**src/dbl_pkg.sv**
```systemverilog
// Package of constants for the drop bus B latched alarm bank
package dbl_pkg;

   // ------------------------------------------------------------
   // Register indices (byte address is four times the index)
   // ------------------------------------------------------------
   localparam logic [9:0] DBL_PTR_IDX = 10'h195;
   localparam logic [9:0] DBL_TRC_IDX = 10'h196;
   localparam logic [9:0] DBL_TC_IDX = 10'h197;
   localparam logic [9:0] DBL_EDGE_IDX = 10'h19c;
   localparam logic [9:0] DBL_TCSTAT_IDX = 10'h19d;

   // ------------------------------------------------------------
   // Field positions
   // ------------------------------------------------------------
   localparam int DBL_FIFO_ERR_BIT = 4;
   localparam int DBL_AIS_BIT = 3;
   localparam int DBL_LOP_BIT = 2;
   localparam int DBL_NDF_BIT = 1;
   localparam int DBL_SIZE_BIT = 0;
   localparam int DBL_J2_TIM_BIT = 1;
   localparam int DBL_J2_LOL_BIT = 0;
   localparam int DBL_TC_LOM_BIT = 7;
   localparam int DBL_TC_LOL_BIT = 6;
   localparam int DBL_TC_TIM_BIT = 5;
   localparam int DBL_TC_AIS_BIT = 4;
   localparam int DBL_TC_UQ_BIT = 3;
   localparam int DBL_TC_RDI_BIT = 2;
   localparam int DBL_TC_ODI_BIT = 1;
   // N2 byte: bit 1 is the msb, so bit n sits at index 8-n
   localparam int DBL_N2_AIS_IDX = 4;
   localparam int DBL_N2_UQ_LSB = 0;
   localparam int DBL_N2_UQ_MSB = 5;

   // ------------------------------------------------------------
   // Masks of implemented bits, reset values
   // ------------------------------------------------------------
   localparam logic [7:0] DBL_PTR_MASK = 8'h1f;
   localparam logic [7:0] DBL_TRC_MASK = 8'h03;
   localparam logic [7:0] DBL_TC_MASK = 8'hfe;
   localparam logic [7:0] DBL_LATCH_RST = 8'h00;
   localparam logic [1:0] DBL_EDGE_RST = 2'h0;

   // ------------------------------------------------------------
   // Timing: frames of persistence for the tandem filters
   // ------------------------------------------------------------
   localparam int DBL_PERSIST_FRAMES = 5;

   // ------------------------------------------------------------
   // Transition option
   // ------------------------------------------------------------
   typedef enum logic [1:0] {
      DBL_EDGE_RISE = 2'h0,
      DBL_EDGE_FALL = 2'h1,
      DBL_EDGE_BOTH = 2'h3
   } dbl_edge_e;

endpackage : dbl_pkg

```
**src/dbl_alarm_bank.sv**
```systemverilog
// Drop bus B latched alarm bank with APB register access
// Summary of operation
// - Pointer reg bit 4 latches FIFO error change
// - Pointer reg bit 3 latches AIS change
// - Pointer reg bit 2 latches LOP change
// - Pointer reg bit 1 latches NDF change
// - Pointer reg bit 0 latches size change
// - Trace reg bit 1 latches J2 mismatch
// - Trace reg bit 0 latches J2 lock loss
// - Tandem reg bit 7 latches multiframe loss
// - Tandem reg bit 6 latches trace lock loss
// - Tandem reg bit 5 latches trace mismatch
// - Tandem reg bit 4 latches TC AIS
// - Tandem reg bit 3 latches TC unequipped
// - Tandem reg bit 2 latches TC RDI
// - Tandem reg bit 1 latches TC ODI
// - Latch on rising, falling or both edges
// - Read clears exactly the returned bits
// - TC AIS: five frames set, five clear
// - TC unequipped: five frames on, five off
`timescale 1ns/10ps
module dbl_alarm_bank #(
   parameter int ADDR_W = 12,
   parameter int PERSIST = dbl_pkg::DBL_PERSIST_FRAMES
) (
   // Clock and reset
   input wire logic clock,
   input wire logic rst,
   // APB slave
   input wire logic psel,
   input wire logic penable,
   input wire logic pwrite,
   input wire logic [ADDR_W-1:0] paddr,
   input wire logic [31:0] pwdata,
   input wire logic [3:0] pstrb,
   output logic [31:0] prdata,
   output logic pready,
   output logic pslverr,
   // Unlatched pointer and desynchronizer alarms
   input wire logic desync_fifo_error,
   input wire logic tributary_alarm_signal,
   input wire logic pointer_loss,
   input wire logic new_data_flag,
   input wire logic pointer_size_error,
   // Unlatched J2 trace alarms
   input wire logic path_trace_mismatch,
   input wire logic path_trace_lock_loss,
   // Unlatched tandem alarms from their detectors
   input wire logic tandem_multiframe_loss,
   input wire logic tandem_trace_lock_loss,
   input wire logic tandem_trace_mismatch,
   input wire logic tandem_remote_defect,
   input wire logic tandem_outgoing_defect,
   // N2 byte, one strobe per frame
   input wire logic n2_valid,
   input wire logic [7:0] n2_byte,
   // Filtered tandem states
   output logic tandem_alarm_signal,
   output logic tandem_unequipped
);

   // ------------------------------------------------------------
   // Parameter checks
   // ------------------------------------------------------------
   if (ADDR_W < 12 || ADDR_W > 32) begin : g_bad_addr_w
      $error("ADDR_W must be 12 to 32");
   end
   if (PERSIST < 1 || PERSIST > 7) begin : g_bad_persist
      $error("PERSIST must be 1 to 7");
   end

   localparam logic [2:0] PERSIST_M1 = 3'(PERSIST - 1);

   // ------------------------------------------------------------
   // Tandem persistence filters
   // ------------------------------------------------------------
   logic [1:0] tc_cand;
   logic [1:0] tc_state_reg;
   logic [2:0] tc_cnt_reg [2];

   assign tc_cand[0] = n2_byte[dbl_pkg::DBL_N2_AIS_IDX];
   assign tc_cand[1] = ~|n2_byte[dbl_pkg::DBL_N2_UQ_MSB:dbl_pkg::DBL_N2_UQ_LSB];

   genvar gf;
   generate
      for (gf = 0; gf < 2; gf++) begin : g_filt
         // Counts frames that disagree with the current state
         always_ff @(posedge clock or posedge rst) begin
            if (rst) begin
               tc_state_reg[gf] <= 1'b0;
               tc_cnt_reg[gf] <= 3'h0;
            end else if (n2_valid) begin
               if (tc_cand[gf] == tc_state_reg[gf]) begin
                  tc_cnt_reg[gf] <= 3'h0;
               end else if (tc_cnt_reg[gf] == PERSIST_M1) begin
                  tc_state_reg[gf] <= tc_cand[gf];
                  tc_cnt_reg[gf] <= 3'h0;
               end else begin
                  tc_cnt_reg[gf] <= tc_cnt_reg[gf] + 3'h1;
               end
            end
         end
      end
   endgenerate

   assign tandem_alarm_signal = tc_state_reg[0];
   assign tandem_unequipped = tc_state_reg[1];

   // ------------------------------------------------------------
   // Alarm vectors, one byte per latch register
   // ------------------------------------------------------------
   logic [23:0] now_vec;
   logic [23:0] prev_reg;
   logic [23:0] rise_vec;
   logic [23:0] fall_vec;
   logic [23:0] set_vec;
   logic [23:0] lat_reg;
   logic [23:0] clr_vec;
   logic [23:0] used_mask;
   logic [1:0] edge_reg;

   assign used_mask = {dbl_pkg::DBL_TC_MASK, dbl_pkg::DBL_TRC_MASK, dbl_pkg::DBL_PTR_MASK};

   always_comb begin
      now_vec = 24'h000000;
      now_vec[dbl_pkg::DBL_FIFO_ERR_BIT] = desync_fifo_error;
      now_vec[dbl_pkg::DBL_AIS_BIT] = tributary_alarm_signal;
      now_vec[dbl_pkg::DBL_LOP_BIT] = pointer_loss;
      now_vec[dbl_pkg::DBL_NDF_BIT] = new_data_flag;
      now_vec[dbl_pkg::DBL_SIZE_BIT] = pointer_size_error;
      now_vec[8 + dbl_pkg::DBL_J2_TIM_BIT] = path_trace_mismatch;
      now_vec[8 + dbl_pkg::DBL_J2_LOL_BIT] = path_trace_lock_loss;
      now_vec[16 + dbl_pkg::DBL_TC_LOM_BIT] = tandem_multiframe_loss;
      now_vec[16 + dbl_pkg::DBL_TC_LOL_BIT] = tandem_trace_lock_loss;
      now_vec[16 + dbl_pkg::DBL_TC_TIM_BIT] = tandem_trace_mismatch;
      now_vec[16 + dbl_pkg::DBL_TC_AIS_BIT] = tc_state_reg[0];
      now_vec[16 + dbl_pkg::DBL_TC_UQ_BIT] = tc_state_reg[1];
      now_vec[16 + dbl_pkg::DBL_TC_RDI_BIT] = tandem_remote_defect;
      now_vec[16 + dbl_pkg::DBL_TC_ODI_BIT] = tandem_outgoing_defect;
   end

   // Previous alarm levels; reset to zero so an alarm high at start reads as a rise
   always_ff @(posedge clock or posedge rst) begin
      if (rst) begin
         prev_reg <= 24'h000000;
      end else begin
         prev_reg <= now_vec;
      end
   end

   assign rise_vec = now_vec & ~prev_reg;
   assign fall_vec = ~now_vec & prev_reg;

   // Transition option selects which edges count
   always_comb begin
      case (dbl_pkg::dbl_edge_e'(edge_reg))
         dbl_pkg::DBL_EDGE_RISE: set_vec = rise_vec;
         dbl_pkg::DBL_EDGE_FALL: set_vec = fall_vec;
         dbl_pkg::DBL_EDGE_BOTH: set_vec = rise_vec | fall_vec;
         default: set_vec = rise_vec | fall_vec;
      endcase
   end

   // ------------------------------------------------------------
   // APB decode
   // ------------------------------------------------------------
   logic setup_ph;
   logic access_ph;
   logic [9:0] idx;
   logic aligned;
   logic hit_ptr;
   logic hit_trc;
   logic hit_tc;
   logic hit_edge;
   logic hit_stat;
   logic mapped;
   logic [31:0] rd_next;
   logic [2:0] sel_reg;

   assign setup_ph = psel & ~penable;
   assign access_ph = psel & penable;
   assign idx = paddr[11:2];
   assign aligned = (paddr[1:0] == 2'h0) && ((paddr >> 12) == '0);
   assign hit_ptr = aligned && idx == dbl_pkg::DBL_PTR_IDX;
   assign hit_trc = aligned && idx == dbl_pkg::DBL_TRC_IDX;
   assign hit_tc = aligned && idx == dbl_pkg::DBL_TC_IDX;
   assign hit_edge = aligned && idx == dbl_pkg::DBL_EDGE_IDX;
   assign hit_stat = aligned && idx == dbl_pkg::DBL_TCSTAT_IDX;
   assign mapped = hit_ptr | hit_trc | hit_tc | hit_edge | hit_stat;
   assign pready = 1'b1;

   always_comb begin
      rd_next = 32'h00000000;
      if (hit_ptr) begin
         rd_next[7:0] = lat_reg[7:0];
      end else if (hit_trc) begin
         rd_next[7:0] = lat_reg[15:8];
      end else if (hit_tc) begin
         rd_next[7:0] = lat_reg[23:16];
      end else if (hit_edge) begin
         rd_next[1:0] = edge_reg;
      end else if (hit_stat) begin
         rd_next[1:0] = tc_state_reg;
      end
   end

   // Snapshot at setup; the access edge clears only what was returned
   always_ff @(posedge clock or posedge rst) begin
      if (rst) begin
         prdata <= 32'h00000000;
         pslverr <= 1'b0;
         sel_reg <= 3'h0;
      end else if (setup_ph) begin
         prdata <= pwrite ? 32'h00000000 : rd_next;
         pslverr <= ~mapped;
         sel_reg <= pwrite ? 3'h0 : {hit_tc, hit_trc, hit_ptr};
      end
   end

   // Write of the transition option; latch registers ignore writes
   always_ff @(posedge clock or posedge rst) begin
      if (rst) begin
         edge_reg <= dbl_pkg::DBL_EDGE_RST;
      end else if (access_ph && pwrite && hit_edge && pstrb[0]) begin
         edge_reg <= pwdata[1:0];
      end
   end

   // ------------------------------------------------------------
   // Latches
   // ------------------------------------------------------------
   always_comb begin
      clr_vec = 24'h000000;
      if (access_ph && !pwrite) begin
         if (sel_reg[0]) begin
            clr_vec[7:0] = prdata[7:0];
         end
         if (sel_reg[1]) begin
            clr_vec[15:8] = prdata[7:0];
         end
         if (sel_reg[2]) begin
            clr_vec[23:16] = prdata[7:0];
         end
      end
   end

   always_ff @(posedge clock or posedge rst) begin
      if (rst) begin
         lat_reg <= {dbl_pkg::DBL_LATCH_RST, dbl_pkg::DBL_LATCH_RST, dbl_pkg::DBL_LATCH_RST};
      end else begin
         lat_reg <= ((lat_reg & ~clr_vec) | set_vec) & used_mask;
      end
   end
endmodule : dbl_alarm_bank

```
**config.mk**
```make
export PLATFORM = sky130hd
export DESIGN_NAME = dbl_alarm_bank
export DESIGN_NICKNAME = d
export VERILOG_FILES = /design/src/dbl_pkg.sv /design/src/dbl_alarm_bank.sv
export SDC_FILE = /design/constraint.sdc
export NUM_CORES = 1
export LEC_CHECK = 0
export ABC_AREA = 1
export ABC_CLOCK_PERIOD_IN_PS = 2800
export BUFFER_PORTS_ARGS = -buffer_cell sky130_fd_sc_hd__buf_4
export CAP_MARGIN = 20
export CORE_MARGIN = 2
export CORE_UTILIZATION = 54
export CTS_CLUSTER_DIAMETER = 30
export DETAILED_ROUTE_END_ITERATION = 8
export GPL_TIMING_DRIVEN = 1
export PLACE_DENSITY = 0.95
export SETUP_SLACK_MARGIN = 0.02
export SKIP_CTS_REPAIR_TIMING = 1
export SYNTH_ARGS = -nofsm -noshare
export SYNTH_HDL_FRONTEND = slang
export SYNTH_SLANG_ARGS = --single-unit
```
**constraint.sdc**
```tcl
create_clock -name clock -period 2.8 [get_ports clock]
set_input_delay 0.84 -clock clock [delete_from_list [all_inputs] [get_ports clock]]
set_output_delay 0.84 -clock clock [all_outputs]
set_load 0.005 [all_outputs]
```
* Word-level counts from Yosys, hierarchy flattened
Index checks and enable logic that the tools add are counted.
Word-level totals: bits in registers 74, output and inout port bits 36
Cells by class: $add $sub $neg 2, equality and inequality tests 10, multiplexer cells 17, bitwise gates (word level) 18, reductions and logical operators 16
Operators by type and width (number):
- $and 24x24->24 | 3
- $not 24->24 | 3
- $eq 10x9->1 const B | 5
- $mux 8 | 6
- $or 24x24->24 | 2
- $pmux 24 s2 | 1
- $mux 24 | 1
- $mux 3 | 5
- $logic_and 1x1->1 | 9
- $add 3x1->3 const B | 2
- $eq 3x3->1 const B | 2
- $mux 2 | 3
- $mux 6 | 1
- $reduce_and 3->1 | 2
- $reduce_or 6->1 | 1
- $logic_not 2->1 | 2
- $not 1->1 | 4
- $or 1x1->1 | 4
- $and 1x1->1 | 2
- $eq 1x1->1 | 2
- $eq 2x1->1 const B | 1
- $logic_not 1->1 | 2

* Depth between registers and ports, before layout
Gate-level depths: netlist of run 1.
depth after elaboration 8, depth in mapped cells 10

* Worst setup path before layout of run 1
OpenSTA, ideal clock, no wires.
path kind input-to-reg, from in paddr[11], to reg prdata[0], library setup time 0.116 ns, arrival 1.574 ns, data required time 2.684 ns, setup slack 1.109 ns, stages 8, path buffers 0, cells stage by stage inv_1 -> nand3_2 -> nor2_1 -> nand3_1 -> o21ai_0 -> inv_1 -> nand2_1 -> nand2_1
Between the ends: longest elaborated chain between the ends 8
Ends and longest elaborated chain:
- start, declared | RTL line dbl_alarm_bank.sv:33 | input wire logic [ADDR_W-1:0] paddr,
- $eq 10x9->1 | RTL line dbl_alarm_bank.sv:188 | assign hit_stat = aligned && idx == dbl_pkg::DBL_TCSTAT_IDX;
- $logic_and 1x1->1 | RTL line dbl_alarm_bank.sv:188
- $mux 2 | RTL line dbl_alarm_bank.sv:202 | end else if (hit_stat) begin
- $mux 2 | RTL line dbl_alarm_bank.sv:200 | end else if (hit_edge) begin
- $mux 2 | RTL line dbl_alarm_bank.sv:198 | end else if (hit_tc) begin
- $mux 8 | RTL line dbl_alarm_bank.sv:196 | end else if (hit_trc) begin
- $mux 8 * | RTL line dbl_alarm_bank.sv:194 | if (hit_ptr) begin
- $mux 8 * | RTL line dbl_alarm_bank.sv:214 | prdata <= pwrite ? 32'h00000000 : rd_next;
- end signal, assigned | RTL line dbl_alarm_bank.sv:214
- end, declared | RTL line dbl_alarm_bank.sv:36 | output logic [31:0] prdata,
Mark *: on every way between the ends. The rest lies on a longest branch, timed or not. A chain may end at the register's enable or synchronous reset.

* Final worst setup path of run 1
from reg tc_state_reg[1] (netlist: tandem_unequipped), to out tandem_unequipped
RTL lines:
- start, declared | RTL line dbl_alarm_bank.sv:78 | logic [1:0] tc_state_reg;
- start signal, assigned by index | RTL line dbl_alarm_bank.sv:96 | tc_state_reg[gf] <= tc_cand[gf];
- end, declared | RTL line dbl_alarm_bank.sv:59 | output logic tandem_unequipped
No word-level cell between the ends.

==> summary.md, run 1 <==
| Metric | Value |
|---|---|
| Tot GR Track Use | `23.6%` |
| Global-route wire length before repair | `11600 um` |
| Congestion Overflow GR | `0` |
| Levels on crit path | `1` |
| CTS tree | `yes` |
| Adder-cell share of the synthesized area | `13.0%` |
| Crit-path max cell delay | `0.52 ns` |
| Final Hold Viols | `0` |
| Area share of the largest cell type after synthesis | `40.6%` |
| H-tree depth | `2` |
| Syn avg cell area | `8.33 sq um` |
| Post-synth EDFFs | `0` |
| Pre-antenna DRT Iters | `5` |
| Placed cell area | `0.00344 sq mm` |
| Clock Tree Root | `clkbuf_8` |
| FF-to-FF path depth | `3` |
| Complex-gate fraction of the synthesized area | `10.6%` |
| Synth Cell Area | `0.00308 sq mm` |
| Flop2flop setup slack | `1.13 ns` |
| Top-count cell post-synth | `nand2_1` |
| Vias in the first global route | `2595` |
| Largest family of logic cells by synthesized area | `simple AND/OR/NAND/NOR gates` |
| Register Area | `0.00125 sq mm` |
| RSZ-0062 raised after global routing | `no` |
| Fmax | `541 MHz` |
| IO Pins | `110` |
| Synth Area in XOR/XNOR | `0%` |
| Leading area contributor after synthesis | `dfrtp_1` |
| Gate power share | `15.9%` |
| Post-synthesis mux area share | `0%` |
| Worst Tran Pin Value | `1.08 ns` |
| YS warnings | `0` |
| Register area share after synthesis | `40.6%` |
| PnR worst setup slack | `0.952 ns` |
| Site Rows | `27` |
| Vias per inst | `5.28` |
| Hold_ws | `0.489 ns` |
| Routability congestion estimate | `0.902` |
| Area Overhead vs Synth | `16.4%` |
| Clock Skew | `0.00903 ns` |
| Buf+Inv Stages, Crit Path | `1` |
| CTS Buffer Depth | `2` |
| DRC | `0` |
| WL per Instance | `14.0 um` |
| Tmin final | `1.85 ns` |
| Fin crit share | `66.0%` |
| Routed Antenna Nets | `0` |
| Primary FF master, synth | `dfrtp_1` |
| Switching Fraction | `26.0%` |
| Hold Path Cell Cnt | `2` |
| Pint | `1.26 mW` |
| CP top delay family | `flip-flops` |
| Setup_tns | `0 ns` |
| Total core area | `0.00551 sq mm` |
| Crit-path max FO | `6` |
| WL final | `6940 um` |
| Final instance area | `0.00359 sq mm` |
| Tot Pwr | `1.70 mW` |
| Final setup violation count | `0` |
| Simple-Gate Fraction of Synth Area | `20.7%` |
| Net count, final | `528` |
| Synth async-reset ratio | `100%` |
| Status | `finished clean` |
| Cell variety after synth | `30` |
| Multi-input logic area | `0.00146 sq mm` |
| Worst-path clk slew | `0.09 ns` |
| Max-cap violations | `0` |
| CTS Sinks | `50` |
| Crit-path cells | `buf_4` |
| Worst Path Arrival | `1.01 ns` |
| CTS Buf Count | `5` |
| Hpwl dp | `5060 um` |
| Critical Path RT | `1.96 ns` |
| Routed via count | `2616` |
| Largest cells by area after synthesis | `dfrtp_1 41%, ha_1 13%, nand2_1 10%, inv_1 7.9%, buf_4 6.1%` |
| CP startpoint kind | `flop` |
| Pre-CTS setup slack | `0.762 ns` |
| Initial DRC Count | `214` |
| Largest net degree at the start of global routing | `27` |
| # fillers | `415` |
| Final Slew Violations | `0` |
| N_diodes | `0` |
| Initial antenna violation count | `0` |
| Crit. End Element | `output pin` |
| Layout cell share with drive strength beyond 1 | `16.8%` |
| Pleak | `1.84 nW` |
| P_sw | `0.442 mW` |
| Min-delay worst type | `flop to flop` |
| DIE HEIGHT | `79.5 um` |
| Most frequent cells after synthesis | `82 x nand2_1, 65 x inv_1, 50 x dfrtp_1` |
| CP max-delay cell | `dfrtp_1` |
| Seq pwr share | `47.2%` |
| Peak VDD IR | `420 uV` |
| IO Port Bufs | `49` |
| Starting Density | `56.0%` |
| Critical path type | `flop to output pin` |
| Mapped Cells | `370` |
| Flops & latches, synth | `50` |
| Die Area | `0.00633 sq mm` |
| Clk pwr share | `36.9%` |
| Die Wd | `79.5 um` |
| Pwr Density | `475 mW/mm^2` |
| Worst skew pair latency | `0.31 ns` |
| Slew Limit Headroom | `28.1%` |
==> layer usage <==
| layer | part of all wire, % | GRT usage (%) | up-vias |
|---|---|---|---|
| met2 | 51 | 41.2 | 115 |
| li1 | - | - | 1249 |
| met3 | 6.5 | 4.30 | 9 |
| met5 | 0 | 0 | - |
| met1 | 41 | 29.6 | 1243 |
| met4 | 1.1 | 7.41 | 0 |
==> worst register-to-register path, delay by kind of cell, from the launching register on <==
kind             cells  cell delay (ns)
AND/OR/NAND/NOR      2             0.98
AO/OA/AOI/OAI        1             0.17
flip-flops           1             0.43
==> power by group through the flow <==
stage	Sequential [mW]	Clock [mW]	Combinational, mW
finish	0.804	0.628	0.272
global route	0.808	0.658	0.317
CTS	0.802	0.625	0.274
detailed placement	0.815	0	0.262
global placement	0.811	0	0.247
floorplan	0.803	0	0.181
==> layout by cell type (no fill, tap or decap), drive strengths merged, types with 4 or more instances in the layout <==
master,count
buf,50
nand2,85
conb,25
o22ai,8
nor3,5
dfrtp,50
nor2,22
clkbuf,6
ha,32
o21ai,24
o2111ai,14
nand3,21
a21oi,4
inv,66
==> final timing paths <==
check	start	end
worst max-delay path	tandem_unequipped$_DFFE_PP0P_	tandem_unequipped
worst min-delay path	lat_reg[21]$_DFF_PP0_	prdata[5]$_DFFE_PP0P_
worst max register to register	edge_reg[1]$_DFFE_PP0P_	lat_reg[20]$_DFF_PP0_
worst min register to register	lat_reg[21]$_DFF_PP0_	prdata[5]$_DFFE_PP0P_
max in group asynchronous	rst	prdata[0]$_DFFE_PP0P_
min in group asynchronous	rst	tc_cnt_reg[1]$_DFFE_PP0P_
==> cells by family (layout without fill, tap and decap cells) <==
logic type,after synthesis,after routing
AOI/OAI and AO/OA,52,52
adders and majority gates,32,32
buffers and inverters,95,125
DFF,50,50
other,2,25
and+or+nand+nor,139,139
==> stage by stage <==
step,util (%),std cells
final,65.1,495
after global placement,62.6,487
after detailed placement,62.6,487
after CTS,65.1,495
after global routing,65.1,495
after floorplan,-,393
==> layout make-up <==
type	instances	area share [%]
Clock buffer	6	2.30
Tap cell	72	2.51
Sequential cell	50	34.9
Multi-Input combinational cell	248	40.7
Timing Repair Buffer	50	10.8
Inverter	67	7.15
Clock inverter	2	1.67
Note: power is estimated with default switching activity, not from simulation.
==> inputs of run 2 (changes only) <==
ABC_CLOCK_PERIOD_IN_PS = 1900   (was 2800)
CORE_UTILIZATION = 50   (was 54)
PLACE_DENSITY = 0.9   (was 0.95)
clock period = 1.9 ns   (was 2.8 ns; I/O delays follow)
==> run 2 against run 1 <==
Effect of this change: power increased by 30%; clock skew shrank 0.0023 ns; worst setup slack got worse by 0.59 ns; first-iteration DRC count is 20% lower; count of clock-buffer cells in the layout up 1; via count shrank 2.4%; critical path type unchanged; largest cell class unchanged; highest routed layer unchanged.
==> summary.md, run 2 (synthesis results as in run 1) <==
| Metric | Value |
|---|---|
| Status | `finished clean (unchanged)` |
| Routed via count | `2553 (was 2616)` |
| IO Pins | `110 (unchanged)` |
| Global-route wire length before repair | `11000 um (was 11600 um)` |
| Crit-path max FO | `6 (unchanged)` |
| Final instance area | `0.00356 sq mm (was 0.00359 sq mm)` |
| PnR worst setup slack | `0.364 ns (was 0.952 ns)` |
| Vias per inst | `5.10 (was 5.28)` |
| Most frequent cells in the layout | `82 x nand2_1, 64 x inv_1, 52 x buf_4 (was 82 x nand2_1, 64 x inv_1, 50 x dfrtp_1)` |
| Fmax | `651 MHz` |
| Layout cell share with drive strength beyond 1 | `17.1% (was 16.8%)` |
| Pre-CTS setup slack | `0.156 ns (was 0.762 ns)` |
| Area Overhead vs Synth | `15.6% (was 16.4%)` |
| Die Wd | `82.5 um (was 79.5 um)` |
| CTS Buf Count | `5 (unchanged)` |
| H-tree depth | `2 (unchanged)` |
| Pint | `1.59 mW (was 1.26 mW)` |
| Total core area | `0.00596 sq mm (was 0.00551 sq mm)` |
| CP top delay family | `flip-flops (unchanged)` |
| Max-cap violations | `0 (unchanged)` |
| Worst skew pair latency | `0.30 ns (was 0.31 ns)` |
| Fin crit share | `80.8%` |
| Final Hold Viols | `0 (unchanged)` |
| Hpwl dp | `5000 um (was 5060 um)` |
| Net count, final | `531 (was 528)` |
| RSZ-0062 raised after global routing | `no (unchanged)` |
| Clock Skew | `0.00675 ns (was 0.00903 ns)` |
| Routability congestion estimate | `0.895 (was 0.902)` |
| CTS Buffer Depth | `2 (unchanged)` |
| CP max-delay cell | `dfrtp_1 (unchanged)` |
| Crit. End Element | `output pin (unchanged)` |
| Congestion Overflow GR | `0 (unchanged)` |
| Crit-path max cell delay | `0.50 ns (was 0.52 ns)` |
| Final Slew Violations | `0 (unchanged)` |
| P_sw | `0.618 mW (was 0.442 mW)` |
| Switching Fraction | `27.9% (was 26.0%)` |
| Gate power share | `18.0% (was 15.9%)` |
| Min-delay worst type | `primary input to async pin (was flop to flop)` |
| Setup_tns | `0 ns (unchanged)` |
| Clk pwr share | `28.6% (was 36.9%)` |
| Fin util | `59.8% (was 65.1%)` |
| Pwr Density | `620 mW/mm^2 (was 475 mW/mm^2)` |
| Routed Antenna Nets | `0 (unchanged)` |
| Starting Density | `51.7% (was 56.0%)` |
| Peak VDD IR | `379 uV (was 420 uV)` |
| Worst Path Arrival | `0.97 ns (was 1.01 ns)` |
| Critical Path RT | `1.33 ns (was 1.96 ns)` |
| Vias in the first global route | `2600 (was 2595)` |
| Crit-path cells | `buf_4 (unchanged)` |
| CP startpoint kind | `flop (unchanged)` |
| Tmin final | `1.54 ns` |
| Pre-antenna DRT Iters | `4 (was 5)` |
| CTS Sinks | `50 (unchanged)` |
| CTS tree | `yes (unchanged)` |
| Largest net degree at the start of global routing | `27 (unchanged)` |
| Initial antenna violation count | `0 (unchanged)` |
| Initial DRC Count | `171 (was 214)` |
| Clock Tree Root | `clkbuf_8 (unchanged)` |
| Site Rows | `28 (was 27)` |
| Critical path type | `flop to output pin (unchanged)` |
| Seq pwr share | `53.3% (was 47.2%)` |
| Buf+Inv Stages, Crit Path | `1 (unchanged)` |
| IO Port Bufs | `49 (unchanged)` |
| Pleak | `1.83 nW (was 1.84 nW)` |
| Worst-path clk slew | `0.09 ns (about the same)` |
| Placed cell area | `0.00347 sq mm (was 0.00344 sq mm)` |
| DIE HEIGHT | `82.5 um (was 79.5 um)` |
| Die Area | `0.00681 sq mm (was 0.00633 sq mm)` |
| Tot GR Track Use | `21.1% (was 23.6%)` |
| N_diodes | `0 (unchanged)` |
| WL final | `6440 um (was 6940 um)` |
| DRC | `0 (unchanged)` |
| Final setup violation count | `0 (unchanged)` |
| Commonest non-fill, non-tap cell in the layout | `nand2_1 (unchanged)` |
| WL per Instance | `12.9 um (was 14.0 um)` |
## run 2: worst paths after layout
check,from,to,slack [ns],cells past startpoint
max in group asynchronous,rst,lat_reg[3]$_DFF_PP0_,1.13,3
min reg2reg,lat_reg[18]$_DFF_PP0_,prdata[2]$_DFFE_PP0P_,0.49,2
max,tandem_unequipped$_DFFE_PP0P_,tandem_unequipped,0.36,1
min in group clock,tandem_trace_mismatch,prev_reg[21]$_DFF_PP0_,0.39,1
min,rst,tc_cnt_reg[3]$_DFFE_PP0P_,0.27,2
max reg2reg,tandem_alarm_signal$_DFFE_PP0P_,tandem_alarm_signal$_DFFE_PP0P_,0.65,4
## run 2: layout make-up
type                       count  area [sq um]
tap                           75          93.8
timing repair buffer          53           410
fill                         502          2390
sequential                    50          1250
clock inverter                 1          5.00
inverter                      67           256
clock buffer                   7          86.3
multi-input combinational    248          1460
## run 2: per-layer routing
metal  vias to the layer above  global-route usage [%]  wire (um)
met2                        73                    36.4       3200
met5                         -                       0          0
li1                       1251                       -          -
met1                      1216                    26.0       2800
met4                         0                    9.51        147
met3                        13                    3.59        299
## run 2: power by group through the flow
stage,Combinational (mW),Sequential (mW),Clock (mW)
detailed placement,0.401,1.20,0
global route,0.464,1.19,0.685
floorplan,0.267,1.18,0
CTS,0.404,1.18,0.644
global placement,0.367,1.19,0
finish,0.398,1.18,0.633
## run 2: stage by stage
step	hold WS (ns)	instances	total power, mW
2_1_floorplan	0.446	393	1.45
3_3_place_gp	0.457	493	1.56
3_5_place_dp	0.470	493	1.60
4_1_cts	0.279	501	2.22
5_1_grt	0.300	501	2.34
6_report	0.274	501	2.21
==> inputs of run 3 (changes only) <==
ABC_AREA = 0   (was 1)
ABC_CLOCK_PERIOD_IN_PS = 1470   (was 1900)
PLACE_DENSITY = 0.91   (was 0.9)
clock period = 1.47 ns   (was 1.9 ns; I/O delays follow)
==> run 3 against run 2 <==
Effect of this change: sequential power rose by 28%; clock skew is 0.0033 ns higher; die area down 2.9%; critical path depth up 4; register-to-register slack got worse by 0.54 ns; critical endpoint is now edge_reg[0]$_DFFE_PP0P_; largest cell class unchanged; largest power group unchanged.
==> summary.md, run 3 <==
| Metric | Value |
|---|---|
| YS warnings | `0 (unchanged)` |
| Largest net degree at the start of global routing | `31 (was 27)` |
| Final Hold Viols | `0 (unchanged)` |
| Total core area | `0.00585 sq mm (was 0.00596 sq mm)` |
| Register area share after synthesis | `41.9% (was 40.6%)` |
| Hpwl dp | `4930 um (was 5000 um)` |
| Initial DRC Count | `142 (was 171)` |
| Post-synth EDFFs | `0 (unchanged)` |
| Clock Tree Root | `clkbuf_8 (unchanged)` |
| Fmax | `682 MHz` |
| Top-count cell post-synth | `dfrtp_1 (was nand2_1)` |
| Pwr Density | `856 mW/mm^2 (was 620 mW/mm^2)` |
| Synth Cell Area | `0.00299 sq mm (was 0.00308 sq mm)` |
| Min-delay worst type | `primary input to async pin (unchanged)` |
| Clock Skew | `0.0100 ns (was 0.00675 ns)` |
| Fin util | `63.8% (was 59.8%)` |
| Tmin final | `1.47 ns` |
| CP startpoint kind | `primary input (was flop)` |
| Largest cells by area after synthesis | `dfrtp_1 42%, ha_1 13%, buf_4 6.3%, inv_1 4.4%, a21o_1 4.3% (was dfrtp_1 41%, ha_1 13%, nand2_1 10%, inv_1 7.9%, buf_4 6.1%)` |
| Leading area contributor after synthesis | `dfrtp_1 (unchanged)` |
| N_diodes | `0 (unchanged)` |
| Vias in the first global route | `2427 (was 2600)` |
| Finished Layout Cells | `455 (was 501)` |
| Final setup violation count | `0 (unchanged)` |
| Placed cells | `443 (was 493)` |
| Syn avg cell area | `9.87 sq um (was 8.33 sq um)` |
| Crit. End Element | `flop (was output pin)` |
| RSZ-0062 raised after global routing | `yes (was no)` |
| Worst skew pair latency | `0.31 ns (was 0.30 ns)` |
| Flops & latches, synth | `50 (unchanged)` |
| Die Wd | `81.3 um (was 82.5 um)` |
| Routability congestion estimate | `0.873 (was 0.895)` |
| Site Rows | `28 (unchanged)` |
| Final instance area | `0.00373 sq mm (was 0.00356 sq mm)` |
| Worst-path clk slew | `0.09 ns (about the same)` |
| Congestion Overflow GR | `0 (unchanged)` |
| Vias per inst | `5.31 (was 5.10)` |
| Area share of the largest cell type after synthesis | `41.9% (was 40.6%)` |
| Routed via count | `2414 (was 2553)` |
| DRC | `0 (unchanged)` |
| Layout cell share with drive strength beyond 1 | `27.4% (was 17.1%)` |
| Tot GR Track Use | `21.7% (was 21.1%)` |
| Global-route wire length before repair | `11100 um (was 11000 um)` |
| H-tree depth | `2 (unchanged)` |
| WL per Instance | `14.8 um (was 12.9 um)` |
| Critical path type | `primary input to flop (was flop to output pin)` |
| Routed Antenna Nets | `0 (unchanged)` |
| Starting Density | `51.1% (was 51.7%)` |
| # fillers | `468 (was 502)` |
| Cell variety after synth | `43 (was 30)` |
| PnR worst setup slack | `0.00437 ns (was 0.364 ns)` |
| CTS Buf Count | `5 (unchanged)` |
| CTS tree | `yes (unchanged)` |
| Mapped Cells | `303 (was 370)` |
| Placed cell area | `0.00356 sq mm (was 0.00347 sq mm)` |
| CTS Sinks | `50 (unchanged)` |
| Pleak | `1.89 nW (was 1.83 nW)` |
| IO Pins | `110 (unchanged)` |
| Most frequent cells after synthesis | `50 x dfrtp_1, 35 x inv_1, 32 x ha_1 (was 82 x nand2_1, 65 x inv_1, 50 x dfrtp_1)` |
| Status | `finished clean (unchanged)` |
| Tot Pwr | `3.20 mW (was 2.21 mW)` |
| Initial antenna violation count | `0 (unchanged)` |
| Die Area | `0.00661 sq mm (was 0.00681 sq mm)` |
| Synth async-reset ratio | `100% (unchanged)` |
| Final Slew Violations | `0 (unchanged)` |
| Worst Path Arrival | `1.67 ns (was 0.97 ns)` |
| Most frequent cells in the layout | `75 x buf_4, 50 x dfrtp_1, 34 x inv_1 (was 82 x nand2_1, 64 x inv_1, 52 x buf_4)` |
| Crit-path max FO | `2 (was 6)` |
| Area Overhead vs Synth | `24.9% (was 15.6%)` |
| Max-cap violations | `0 (unchanged)` |
| Critical Path RT | `1.67 ns (was 1.33 ns)` |
| Pre-CTS setup slack | `-0.337 ns (was 0.156 ns)` |
| IO Port Bufs | `49 (unchanged)` |
| CTS Buffer Depth | `2 (unchanged)` |
| Primary FF master, synth | `dfrtp_1 (unchanged)` |
| Net count, final | `485 (was 531)` |
| Commonest non-fill, non-tap cell in the layout | `buf_4 (was nand2_1)` |
| Pre-antenna DRT Iters | `4 (unchanged)` |
| Fin crit share | `99.7%` |
| WL final | `6710 um (was 6440 um)` |
| DIE HEIGHT | `81.3 um (was 82.5 um)` |
| Peak VDD IR | `684 uV (was 379 uV)` |
[run 3: changes by cell type after synthesis, moves of 6 or more]
cell       previous run  this run
a21oi_1               4        16
nor2b_1               0        15
a21o_1                0        17
a211oi_1              0        14
nand3_1              20        11
inv_1                65        35
o21ai_0              22         6
o2111ai_1            14         0
nor2_1               19         5
clkbuf_1              1         7
nand2_1              82        19
[run 3: area by class of cell]
type / instances / area [sq um] / area share (%)
clock buffer: 6 / 72.6 / 1.94
sequential: 50 / 1250 / 33.5
clock inverter: 2 / 37.5 / 1.01
inverter: 35 / 135 / 3.62
multi-input combinational: 206 / 1500 / 40.0
tap: 75 / 93.8 / 2.51
timing repair buffer: 81 / 648 / 17.4
[run 3: where the power goes]
part | internal, mW | switching [mW] | total (mW)
Combinational | 0.369 | 0.335 | 0.704
Clock | 0.508 | 0.469 | 0.978
Sequential | 1.46 | 0.0569 | 1.51
Total | 2.33 | 0.861 | 3.20
[run 3: worst paths after layout]
path | slack [ns] | cells past startpoint | from | endpoint
setup / recovery | 0.004 | 5 | paddr[7] | edge_reg[0]$_DFFE_PP0P_
hold / removal | 0.09 | 2 | rst | tc_cnt_reg[2]$_DFFE_PP0P_
setup reg to reg | 0.11 | 5 | tandem_unequipped$_DFFE_PP0P_ | lat_reg[19]$_DFF_PP0_
hold reg to reg | 0.48 | 1 | lat_reg[18]$_DFF_PP0_ | lat_reg[18]$_DFF_PP0_
max in group asynchronous | 0.95 | 3 | rst | prev_reg[4]$_DFF_PP0_
min in group clock | 0.25 | 1 | new_data_flag | prev_reg[1]$_DFF_PP0_
[run 3: kinds of logic (layout without fill, tap and decap cells)]
family / count (synthesis) / count (layout) / share of synthesized area [%]
compound gates: 69 / 69 / 15.9
other cells: 2 / 25 / 0.251
simple gates: 73 / 73 / 13.9
fa+ha+maj: 32 / 32 / 13.4
mux: 5 / 5 / 2.13
xor+xnor: 2 / 2 / 0.586
buf+inv: 70 / 124 / 12.0
flops: 50 / 50 / 41.9
[run 3: critical path, stage by stage]
cell,delay [ns]
buf_6,0.09
and4bb_1,0.29
nand2_2,0.06
or4_4,0.46
mux2_4,0.32
[run 3: through the flow]
| step | setup TNS, ns | hold WS (ns) |
|---|---|---|
| floorplan | -0.322 | 0.442 |
| global placement | -2.73 | 0.419 |
| detailed placement | -4.39 | 0.424 |
| CTS | -0.236 | 0.0972 |
| global route | -0.0784 | 0.0941 |
| finish | 0 | 0.0858 |
[run 3: metal layers]
metal | part of all wire, % | wire length [um] | up-vias | GRT usage (%)
met3 | 4.8 | 321 | 15 | 4.00
met4 | 2.2 | 145 | 0 | 6.10
met5 | 0 | 0 | - | 0
met1 | 38 | 2540 | 1193 | 25.3
li1 | - | - | 1132 | -
met2 | 55 | 3700 | 74 | 40.3
